[src/pkg/keypad_pkg.sv]
// Package holding register map, field positions and carrier types of the keypad interrupt unit.
package keypad_pkg;
    localparam int PIN_COUNT = 8;
    localparam logic [3:0] OFS_STATUS_CONTROL = 4'h0;
    localparam logic [3:0] OFS_PIN_ENABLE = 4'h4;
    localparam logic [3:0] OFS_EDGE_SELECT = 4'h8;
    localparam int BIT_DETECT_FLAG = 3;
    localparam int BIT_FLAG_ACK = 2;
    localparam int BIT_IRQ_ENABLE = 1;
    localparam int BIT_LEVEL_MODE = 0;
    localparam logic [7:0] RESET_BYTE = 8'h00;
    localparam logic [1:0] RESP_OKAY = 2'h0;
    localparam logic [1:0] RESP_SLVERR = 2'h2;

    typedef struct packed {
        logic [7:0] sync1;
        logic [7:0] sync2;
        logic [7:0] prev;
        logic armed;
        logic detect_flag;
        logic irq_enable;
        logic level_mode_select;
        logic [7:0] pin_enable_bits;
        logic [7:0] polarity_bits;
        logic aw_held;
        logic [3:0] aw_addr;
        logic w_held;
        logic [31:0] w_data;
        logic [3:0] w_strb;
        logic bvalid;
        logic [1:0] bresp;
        logic rvalid;
        logic [31:0] rdata;
        logic [1:0] rresp;
    } keypad_state_t;
endpackage

[src/keypad_interrupt_unit.sv]
// Keypad interrupt unit with AXI4-Lite register access.
//
// Functional notes
// - Status bits 7:4 read as zero.
// - Detect flag reads status, ignores writes.
// - Acknowledge bit write-one clears, reads zero.
// - Irq enable gates request from flag.
// - Mode bit selects edges or edges+levels.
// - Pin enable bits select source pins.
// - Polarity bits choose falling/low or rising/high.
// - Edge means deasserted then asserted sample.
// - Rearm only when all enabled pins deasserted.
// - Edge mode: edge sets, acknowledge clears.
// - Level mode: edge or level sets.
// - Level mode: ack clears only if deasserted.
// - Polarity also picks pullup or pulldown.
// - Spurious flag on pin enable allowed.
// - Eight pins share one flag, one request.
// - Deep stop wake returns to reset state.
//
// Added by the designer: the AXI4-Lite register port and the address map.
`timescale 1ns/1ps
`default_nettype none
module keypad_interrupt_unit
    import keypad_pkg::*;
(
    input wire logic CLK_SYS,
    input wire logic RESET_N,
    input wire logic STOP_DEEP_WAKE,
    input wire logic [PIN_COUNT-1:0] KEYPAD_INPUT_PINS,
    output logic [PIN_COUNT-1:0] PORT_PULL_DOWN,
    output logic IRQ,
    input wire logic [31:0] S_AXI_AWADDR,
    input wire logic S_AXI_AWVALID,
    output logic S_AXI_AWREADY,
    input wire logic [31:0] S_AXI_WDATA,
    input wire logic [3:0] S_AXI_WSTRB,
    input wire logic S_AXI_WVALID,
    output logic S_AXI_WREADY,
    output logic [1:0] S_AXI_BRESP,
    output logic S_AXI_BVALID,
    input wire logic S_AXI_BREADY,
    input wire logic [31:0] S_AXI_ARADDR,
    input wire logic S_AXI_ARVALID,
    output logic S_AXI_ARREADY,
    output logic [31:0] S_AXI_RDATA,
    output logic [1:0] S_AXI_RRESP,
    output logic S_AXI_RVALID,
    input wire logic S_AXI_RREADY
);
    keypad_state_t st_r;
    keypad_state_t st_nxt;

    function automatic logic [7:0] status_byte(input keypad_state_t s);
        status_byte = {4'h0, s.detect_flag, 1'b0, s.irq_enable, s.level_mode_select};
    endfunction

    function automatic logic known_addr(input logic [3:0] a);
        known_addr = (a == OFS_STATUS_CONTROL) || (a == OFS_PIN_ENABLE)
            || (a == OFS_EDGE_SELECT);
    endfunction

    logic [7:0] asserted;
    logic [7:0] edge_hit;
    logic any_asserted;
    logic do_write;
    logic do_read;
    logic ack_write;

    always_comb
    begin
        st_nxt = st_r;
        st_nxt.sync1 = KEYPAD_INPUT_PINS;
        st_nxt.sync2 = st_r.sync1;
        st_nxt.prev = st_r.sync2;
        asserted = (st_r.sync2 ~^ st_r.polarity_bits) & st_r.pin_enable_bits;
        edge_hit = asserted & ~((st_r.prev ~^ st_r.polarity_bits) & st_r.pin_enable_bits);
        // All enabled pins merge into one flag.
        any_asserted = |asserted;

        do_write = st_r.aw_held && st_r.w_held && !st_r.bvalid;
        do_read = S_AXI_ARVALID && !st_r.rvalid;
        ack_write = do_write && (st_r.aw_addr == OFS_STATUS_CONTROL) && st_r.w_strb[0]
            && st_r.w_data[BIT_FLAG_ACK];

        // Write address and data are taken independently in either order.
        if (S_AXI_AWVALID && !st_r.aw_held)
        begin
            st_nxt.aw_held = 1'b1;
            st_nxt.aw_addr = S_AXI_AWADDR[3:0];
        end
        if (S_AXI_WVALID && !st_r.w_held)
        begin
            st_nxt.w_held = 1'b1;
            st_nxt.w_data = S_AXI_WDATA;
            st_nxt.w_strb = S_AXI_WSTRB;
        end
        if (do_write)
        begin
            st_nxt.aw_held = 1'b0;
            st_nxt.w_held = 1'b0;
            st_nxt.bvalid = 1'b1;
            st_nxt.bresp = known_addr(st_r.aw_addr) ? RESP_OKAY : RESP_SLVERR;
            if (st_r.w_strb[0])
            begin
                case (st_r.aw_addr)
                    OFS_STATUS_CONTROL:
                    begin
                        st_nxt.irq_enable = st_r.w_data[BIT_IRQ_ENABLE];
                        st_nxt.level_mode_select = st_r.w_data[BIT_LEVEL_MODE];
                    end
                    OFS_PIN_ENABLE: st_nxt.pin_enable_bits = st_r.w_data[7:0];
                    OFS_EDGE_SELECT: st_nxt.polarity_bits = st_r.w_data[7:0];
                    default: st_nxt.bresp = RESP_SLVERR;
                endcase
            end
        end
        if (st_r.bvalid && S_AXI_BREADY)
        begin
            st_nxt.bvalid = 1'b0;
        end

        if (do_read)
        begin
            st_nxt.rvalid = 1'b1;
            st_nxt.rresp = RESP_OKAY;
            case (S_AXI_ARADDR[3:0])
                OFS_STATUS_CONTROL: st_nxt.rdata = {24'h000000, status_byte(st_r)};
                OFS_PIN_ENABLE: st_nxt.rdata = {24'h000000, st_r.pin_enable_bits};
                OFS_EDGE_SELECT: st_nxt.rdata = {24'h000000, st_r.polarity_bits};
                default:
                begin
                    st_nxt.rdata = 32'h00000000;
                    st_nxt.rresp = RESP_SLVERR;
                end
            endcase
        end
        else if (st_r.rvalid && S_AXI_RREADY)
        begin
            st_nxt.rvalid = 1'b0;
        end

        // Rearm once all enabled pins deasserted.
        if (!any_asserted)
        begin
            st_nxt.armed = 1'b1;
        end
        // Level mode clear needs deasserted inputs.
        if (ack_write && (!st_r.level_mode_select || !any_asserted))
        begin
            st_nxt.detect_flag = 1'b0;
        end
        // Enabling a pin may set the flag; left as is.
        if (st_r.armed && (|edge_hit))
        begin
            st_nxt.detect_flag = 1'b1;
            st_nxt.armed = 1'b0;
        end
        // Level also sets in level mode.
        if (st_r.level_mode_select && any_asserted)
        begin
            st_nxt.detect_flag = 1'b1;
        end
    end

    always_ff @(posedge CLK_SYS)
    begin
        // Deep stop wake resets all state.
        if (!RESET_N || STOP_DEEP_WAKE)
        begin
            st_r <= '0;
            st_r.pin_enable_bits <= RESET_BYTE;
            st_r.polarity_bits <= RESET_BYTE;
        end
        else
        begin
            st_r <= st_nxt;
        end
    end

    // Request only when enabled and flagged.
    assign IRQ = st_r.irq_enable && st_r.detect_flag;
    assign PORT_PULL_DOWN = st_r.polarity_bits;
    assign S_AXI_AWREADY = !st_r.aw_held;
    assign S_AXI_WREADY = !st_r.w_held;
    assign S_AXI_BVALID = st_r.bvalid;
    assign S_AXI_BRESP = st_r.bresp;
    assign S_AXI_ARREADY = !st_r.rvalid;
    assign S_AXI_RVALID = st_r.rvalid;
    assign S_AXI_RDATA = st_r.rdata;
    assign S_AXI_RRESP = st_r.rresp;
endmodule
`default_nettype wire

[config.mk]
export PLATFORM = sky130hd
export DESIGN_NAME = keypad_interrupt_unit
export DESIGN_NICKNAME = d
export VERILOG_FILES = /design/src/pkg/keypad_pkg.sv /design/src/keypad_interrupt_unit.sv
export SDC_FILE = /design/constraint.sdc
export NUM_CORES = 1
export LEC_CHECK = 0
export ABC_CLOCK_PERIOD_IN_PS = 1750
export BUFFER_PORTS_ARGS = -buffer_cell sky130_fd_sc_hd__clkbuf_2
export CORE_ASPECT_RATIO = 0.7
export CORE_MARGIN = 2
export CORE_UTILIZATION = 45
export DETAILED_ROUTE_END_ITERATION = 12
export GPL_ROUTABILITY_DRIVEN = 0
export PLACE_DENSITY = 0.8
export SYNTH_ARGS = -nofsm -noshare
export SYNTH_HDL_FRONTEND = slang
export SYNTH_SLANG_ARGS = --single-unit
[constraint.sdc]
create_clock -name CLK_SYS -period 1.75 [get_ports CLK_SYS]
set_input_delay 0.0875 -clock CLK_SYS [delete_from_list [all_inputs] [get_ports CLK_SYS]]
set_output_delay 0.0875 -clock CLK_SYS [all_outputs]
set_load 0.02 [all_outputs]
# Word level (Yosys, flattened, before mapping)
# Index checks and enable logic that the tools add are counted.
[op_classes]
n_mux = 10
reduce_logical = 39
eq_ne = 4
n_bitwise = 6
[ops]
columns = ["op", "n"]
rows = [
  ["8-bit AND", 3],
  ["8-bit one-hot mux with 3 select lines", 1],
  ["8-bit OR reduction", 2],
  ["8-bit XNOR", 2],
  ["1-bit logical AND", 14],
  ["3-bit AND reduction", 3],
  ["4-bit by 3-bit equality test with 1-bit output, second input constant", 2],
  ["4-bit equality test, second input constant", 2],
  ["4-bit zero test", 2],
  ["2-bit 2-to-1 mux", 4],
  ["8-bit NOT", 1],
  ["1-bit zero test", 7],
  ["2-bit OR reduction", 3],
  ["3-bit OR reduction", 2],
  ["1-bit 2-to-1 mux", 5],
  ["1-bit logical OR", 4],
  ["3-bit nonzero test", 1],
  ["2-bit nonzero test", 1],
]
[word_totals]
in_bits = 116
register_bits = 97

# Longest topological paths before layout
# Gate-level depths: netlist of the first run.
[depth]
word_depth = 9
mapped_depth = 5
mapped_depth_nobuf = 5

# Worst setup path after synthesis of the first run
# OpenSTA, ideal clock, no wires.
[synth_path]
path_kind = "reg2reg"
startpoint = "register st_r, in the netlist S_AXI_BVALID"
endpoint = "register st_r, in the netlist PORT_PULL_DOWN[0]"
required_time_ns = 1.622
path_slack_ns = 0.134
path_buffers = 1
path_stages_with_launch = 6
arrival_ns = 1.488
path_cell_list = "dfxtp_1 -> nand3b_1 -> or4_1 -> buf_6 -> mux2i_1 -> nor2_1"
[synth_between]
elab_chain_len = 3
[synth_lines]
columns = ["item", "line", "rtl"]
rows = [
  ["start, declared", "keypad_interrupt_unit.sv:51", "keypad_state_t st_r;"],
  ["start signal, assigned", "keypad_interrupt_unit.sv:177", "st_r <= st_nxt;"],
  ["1-bit zero test", "keypad_interrupt_unit.sv:81", "do_write = st_r.aw_held && st_r.w_held && !st_r.bvalid;"],
  ["1-bit logical AND", "keypad_interrupt_unit.sv:81", ""],
  ["3-bit AND reduction (no source line)", "-", ""],
]
# Every way passes these cells.
# A chain may end at the register's enable or synchronous reset.

# Worst setup path after layout of the first run
[layout_path]
startpoint = "register st_r[75] (netlist bit)"
endpoint = "register st_r, in the netlist PORT_PULL_DOWN[2]"
[layout_between]
elab_chain_len = 2
[layout_lines]
columns = ["item", "line", "rtl"]
rows = [
  ["4-bit equality test", "keypad_interrupt_unit.sv:106", "case (st_r.aw_addr)"],
  ["3-bit AND reduction (no source line)", "-", ""],
]
# Every way passes these cells.

==> results of run 1 <==
==> synthesized netlist by cell type, types with 4 or more instances <==
master / number / area, um2
dfxtp_1: 71 / 1421
buf_4: 44 / 330.3
nor2_1: 38 / 142.6
and2_1: 25 / 156.4
nand2_1: 23 / 86.33
mux2i_1: 21 / 210.2
a21oi_1: 15 / 75.07
a22oi_1: 10 / 75.07
clkbuf_1: 9 / 33.78
o21ai_0: 8 / 40.04
xnor2_1: 8 / 70.07
and3b_1: 7 / 61.31
nor2b_1: 7 / 43.79
nor3b_1: 7 / 52.55
a22o_1: 5 / 43.79
nor3_1: 5 / 25.02
inv_1: 4 / 15.01
==> flip-flops by register name (all words and copies together) (netlist names) <==
| signal | cells |
|---|---|
| S_AXI_RVALID | 1 |
| S_AXI_RDATA | 8 |
| PORT_PULL_DOWN | 8 |
| S_AXI_BRESP | 1 |
| st_r | 35 |
| st_nxt | 16 |
| S_AXI_BVALID | 1 |
| S_AXI_RRESP | 1 |
==> worst max-delay path, cell delays in order, from the launching register on <==
cell     delay [ns]
dfxtp_1        0.33
or3b_4         0.41
or4_4          0.42
buf_6          0.17
mux2i_2        0.17
nor2_1         0.06
==> report_power, final <==
| part | internal, W | switching [W] | total [W] | leakage, nW |
|---|---|---|---|---|
| clock network | 0.000879 | 0.000560 | 0.00144 | 0.114 |
| registers | 0.00165 | 0.0000206 | 0.00167 | 0.576 |
| logic | 0.000107 | 0.000154 | 0.000261 | 0.972 |
==> metrics by stage <==
step | util, % | cell area, um2 | setup slack, ns | power [W] | hold slack [ns]
after detailed placement | 48.67 | 3273 | 0.06444 | 0.001918 | 0.2906
after floorplan | - | 3198 | 0.1344 | 0.001894 | 0.2033
after CTS | 55.57 | 3737 | 0.05631 | 0.003399 | 0.02100
final | 55.74 | 3749 | 0.05972 | 0.003366 | 0.03122
after global routing | 55.74 | 3749 | 0.005919 | 0.003497 | 0.03717
after global placement | 48.67 | 3273 | 0.1091 | 0.001913 | 0.2861
==> placed cells by master (no fill, tap or decap), types with 10 or more instances in the layout <==
| cell | instances |
|---|---|
| a21oi_1 | 15 |
| a22oi_1 | 10 |
| and2_1 | 25 |
| clkbuf_2 | 56 |
| clkbuf_8 | 11 |
| conb_1 | 26 |
| dfxtp_1 | 71 |
| dlygate4sd3_1 | 24 |
| mux2i_1 | 20 |
| nand2_1 | 23 |
| nor2_1 | 38 |
==> layer usage <==
layer	GRT usage, %	up-vias	part of all wire, %
met5	0	-	0
met4	4.825	0	0.73
met3	8.278	7	8.4
met2	27.71	81	44
met1	23.08	1113	46
li1	-	1194	-
==> worst paths after layout <==
kind,startpoint,end,cells past startpoint
hold reg to reg,st_nxt[109]$_SDFF_PP0_,st_nxt[101]$_SDFF_PP0_,1
setup / recovery,st_r[75]$_SDFFE_PP0P_,PORT_PULL_DOWN[2]$_SDFFE_PP0P_,5
setup reg to reg,st_r[75]$_SDFFE_PP0P_,PORT_PULL_DOWN[2]$_SDFFE_PP0P_,5
hold / removal,S_AXI_AWADDR[1],st_r[76]$_SDFFE_PP0P_,3
==> area by class of cell <==
cell class | count | area share [%]
clock inverter | 3 | 1.736
multi-input combinational | 229 | 37.18
timing repair buffer | 87 | 15.39
sequential | 71 | 37.92
inverter | 4 | 0.4005
clock buffer | 13 | 4.239
tap | 94 | 3.138
==> cell families (layout without fill, tap and decap cells) <==
group / count (synthesis) / after routing / share of synthesized area, %
other: 1 / 26 / 0.1208
xor gates and xnor gates: 8 / 8 / 2.257
AOI/OAI and AO/OA: 45 / 45 / 9.392
buffers and inverters: 58 / 107 / 12.58
and+or+nand+nor: 126 / 126 / 22.01
muxes: 24 / 24 / 7.860
DFF: 71 / 71 / 45.79
==> repair_timing <==
item	CTS	global route
setup endpoints to repair	0	6
hold buffers	24	0
endpoints found under the hold margin	24	0
resized for setup	0	3
==> metrics.txt, run 1 <==
Req. time, crit path=1.96 ns; Post-synth top flop=dfxtp_1; FP Rows=25; Final ANT Viol Nets=0; pwr/cell area=897.8 nW/um2; endpoints failing setup=0; Synth Register Bits=71; gr ovfl total=0; Die Wd=103.3 um; register area share after synthesis=45.79%; TNS Setup=0 ns; Crit Path Category=flip-flop to flip-flop; die area=7589 um2; Avg Inst Size Synth=9.322 um2; Routed wire per std cell=12.66 um; root buffer cell=clkbuf_8; largest net degree at the start of global routing=45; Final Hold Viols=0; area of the multi-input gates=1394 um2; Clock Latency Late Sink=0.34 ns; CTS Sinks=71; Synth cell types=36; Filler cells=628; startpoint types=flip-flop; clock-pin transition on the worst setup and hold timing paths=0.07 ns; arrival time at the worst endpoint=1.90 ns; # diodes=0; FFs w/ async S/R, synth=0%; max-cap violation count=0; leakage power=1.662 nW; count of flip-flops with a built-in enable after synthesis=0; Routed WL=6.341 mm; Vias per Instance=4.780; CTS tree=built; Hold Crit Class=primary input to flip-flop; P&R area growth vs syn=20.76%; PortBufs=56; Worst Skew=0.004491 ns; RSZ-0062 raised after global routing=false; DRC=0; DR iter-0 viols=127; Core ar.=6725 um2; CTS H-tree depth=3; detailed-route via count=2395; Layout Nets=518; First-pass DRT Iterations=4; total global-route track usage=18.05%; largest fanout on the critical path=8; share of layout cells above drive strength 1=21.38%; flop2flop setup slack=0.06 ns; Die Y=73.49 um; Sequential cell area=1421 um2; Max Root-Sink Buffers=2; min Tclk post-route=1.690 ns; setup repair bufs after CTS=0; Starting Density=46.16%; global-route wire length before repair=10.23 mm; number of top-level pins=166; Worst Setup End Kind=flip-flop; vias in the first global route=2211; HPWL after detailed placement=4.576 mm; synthesized area=3104 um2; YS warnings=0; initial antenna violation count=0; Mapped Cells=333; peak supply drop=0.4528 mV; Placed Cells=461; Max Freq=591.6 MHz; Final Non-Filler Cells=501; Final Max Slew Viols=0; crit share post-route=96.59%; status=finished, final reports clean; TritonCTS buffer count=9; Max-slew headroom=55.84%; actual slew at the worst max-slew pin=0.6610 ns
Note: power is estimated with default switching activity, not from simulation.
==> run 2: changes to the inputs <==
- SETUP_SLACK_MARGIN: default -> 0.4
==> run 2 against run 1 <==
Effect of this change:
- worst hold slack better by 0.16 ns
- design area up 1.8%
- setup slack worse by 0.035 ns
==> metrics.txt, run 2 (synthesis results as in run 1) <==
status=finished, final reports clean; Die Y=73.49 um (unchanged); FF-to-FF Start=st_r[76]$_SDFFE_PP0P_; CTS tree=built; Hold EP=S_AXI_RDATA[0]$_SDFFE_PP0P_; Layout Nets=521 (+0.58%); Worst Setup End Kind=flip-flop; max reg flops=35 (unchanged); reg2reg end=PORT_PULL_DOWN[4]$_SDFFE_PP0P_; PortBufs=56 (unchanged); share of layout cells above drive strength 1=23.90% (+2.5 points); most frequent cells in the layout=dfxtp_1 (66), clkbuf_2 (56), nor2_1 (38); hold depth=4 (+1); final core utilization=56.76% (+1.0 points); initial antenna violation count=0 (unchanged); Placed Cells=460 (-0.22%); TritonCTS buffer count=9 (unchanged); gr ovfl total=0 (unchanged); slowest stage delay, CP=0.43 ns (about the same); die area=7589 um2 (unchanged); Routed wire per std cell=13.45 um (+6.2%); # diodes=0 (unchanged); Die Wd=103.3 um (unchanged); vias in the first global route=2213 (+0.090%); Final ANT Viol Nets=0 (unchanged); DRC=0 (unchanged); Max Freq=579.7 MHz (-2.0%); Core ar.=6725 um2 (unchanged); peak supply drop=0.4359 mV (-3.7%); max-cap violation count=0 (unchanged); Crit Path Category=flip-flop to flip-flop; Req. time, crit path=1.96 ns (about the same); Hold Crit Class=primary input to flip-flop; setup slack after layout=0.02485 ns (-0.03487 ns); clock-pin transition on the worst setup and hold timing paths=0.07 ns (about the same); Final Non-Filler Cells=504 (+0.60%); leakage power=1.704 nW (+2.6%); arrival time at the worst endpoint=1.94 ns (+0.04 ns); Final Max Slew Viols=0 (unchanged); P&R area growth vs syn=22.97%; detailed-route via count=2433 (+1.6%); min-delay src=S_AXI_ARVALID; flop2flop setup slack=0.02 ns (-0.03 ns); largest fanout on the critical path=8 (unchanged); HPWL after detailed placement=4.628 mm (+1.1%); final instance area=3817 um2 (+1.8%); worst path cell trace=or3b_4, or4_4, buf_8, mux2i_1, nor2_1; DR iter-0 viols=103 (-19%); First-pass DRT Iterations=4 (unchanged); crit share post-route=98.58% (+2.0 points); most common cell after layout, fill and taps aside=dfxtp_1; worst slack at placement=0.06344 ns (-0.001001 ns); CTS H-tree depth=3 (unchanged); Reg with most FFs=st_r; endpoints failing setup=0 (unchanged); Clock Latency Late Sink=0.34 ns (about the same); Routed WL=6.777 mm (+6.9%); startpoint types=flip-flop; number of top-level pins=166 (unchanged); pwr/cell area=890.9 nW/um2 (-0.78%); met3 wire length=424 um (-20%); slowest CP cell=or4_4; Worst Skew=0.004653 ns (+0.0001617 ns); Final Hold Viols=0 (unchanged); Top Metal Used=met4; min Tclk post-route=1.725 ns (+0.03487 ns); Met2 Wirelength=3.122 mm (+11%); Design Power=0.003401 W (+1.0%); Starting Density=46.16% (unchanged); Max Root-Sink Buffers=2 (unchanged); global-route wire length before repair=10.50 mm (+2.6%); root buffer cell=clkbuf_8; WL met1=3.109 mm (+5.7%); largest net degree at the start of global routing=45 (unchanged); DP Area=3269 um2 (-0.11%); FP Rows=25 (unchanged); critical path's top delay family=simple AND/OR/NAND/NOR gates; total global-route track usage=18.32% (+0.28 points); Vias per Instance=4.827 (+0.98%); R2R cell count=5 (unchanged); CTS Sinks=71 (unchanged); CP bufs+invs=1 (unchanged); RSZ-0062 raised after global routing=true
## run 2: routing by layer
metal / global-route usage, % / vias up
met5: 0 / -
met4: 5.994 / 0
met3: 7.707 / 12
met2: 28.93 / 76
met1: 22.77 / 1144
li1: - / 1201
## run 2: worst max path at each step
stage                               from                        endpoint  slack, ns  cells after the start
2_1_floorplan  S_AXI_BVALID$_SDFFE_PP0N_  PORT_PULL_DOWN[0]$_SDFFE_PP0P_       0.17                      5
6_report           st_r[76]$_SDFFE_PP0P_  PORT_PULL_DOWN[4]$_SDFFE_PP0P_       0.02                      5
3_5_place_dp       st_r[75]$_SDFFE_PP0P_  PORT_PULL_DOWN[4]$_SDFFE_PP0P_       0.06                      5
4_1_cts            st_r[76]$_SDFFE_PP0P_  PORT_PULL_DOWN[4]$_SDFFE_PP0P_       0.07                      5
5_1_grt            st_r[76]$_SDFFE_PP0P_  PORT_PULL_DOWN[4]$_SDFFE_PP0P_      -0.04                      5
3_3_place_gp       st_r[75]$_SDFFE_PP0P_  PORT_PULL_DOWN[7]$_SDFFE_PP0P_       0.10                      5
## run 2: metrics by stage
stage | hold slack, ns | setup TNS [ns]
floorplan | 0.2033 | 0
global placement | 0.2862 | 0
detailed placement | 0.2909 | 0
CTS | 0.1766 | 0
global route | 0.2008 | -0.03676
finish | 0.1949 | 0
## run 2: worst register-to-register path: cells and delay by family, from the launching register on
| family | cells | cell delay, ns |
|---|---|---|
| DFF | 1 | 0.35 |
| muxes | 1 | 0.16 |
| and+or+nand+nor | 3 | 0.91 |
| buffers and inverters | 1 | 0.17 |
## run 2: cell type report
type	instances	area [um2]
clock inverters	3	65.06
inverters	4	15.01
clock buffers	13	158.9
repair buffers	90	605.6
well taps	94	117.6
flip-flops and latches	71	1428
multi-input cells	229	1428
fillers	601	2908
## run 2: timing repair
action	in CTS	in global routing
setup buffers	3	0
resized for setup	10	4
setup endpoints to repair	20	28
pin swaps	5	1
hold buffers	25	0
endpoints found under the hold margin	25	0
## run 2: where the power goes
part	total (W)	internal (W)	switching, W
clock network	0.00146	0.000880	0.000584
logic	0.000270	0.000111	0.000159
registers	0.00167	0.00164	0.0000223
total	0.00340	0.00264	0.000765
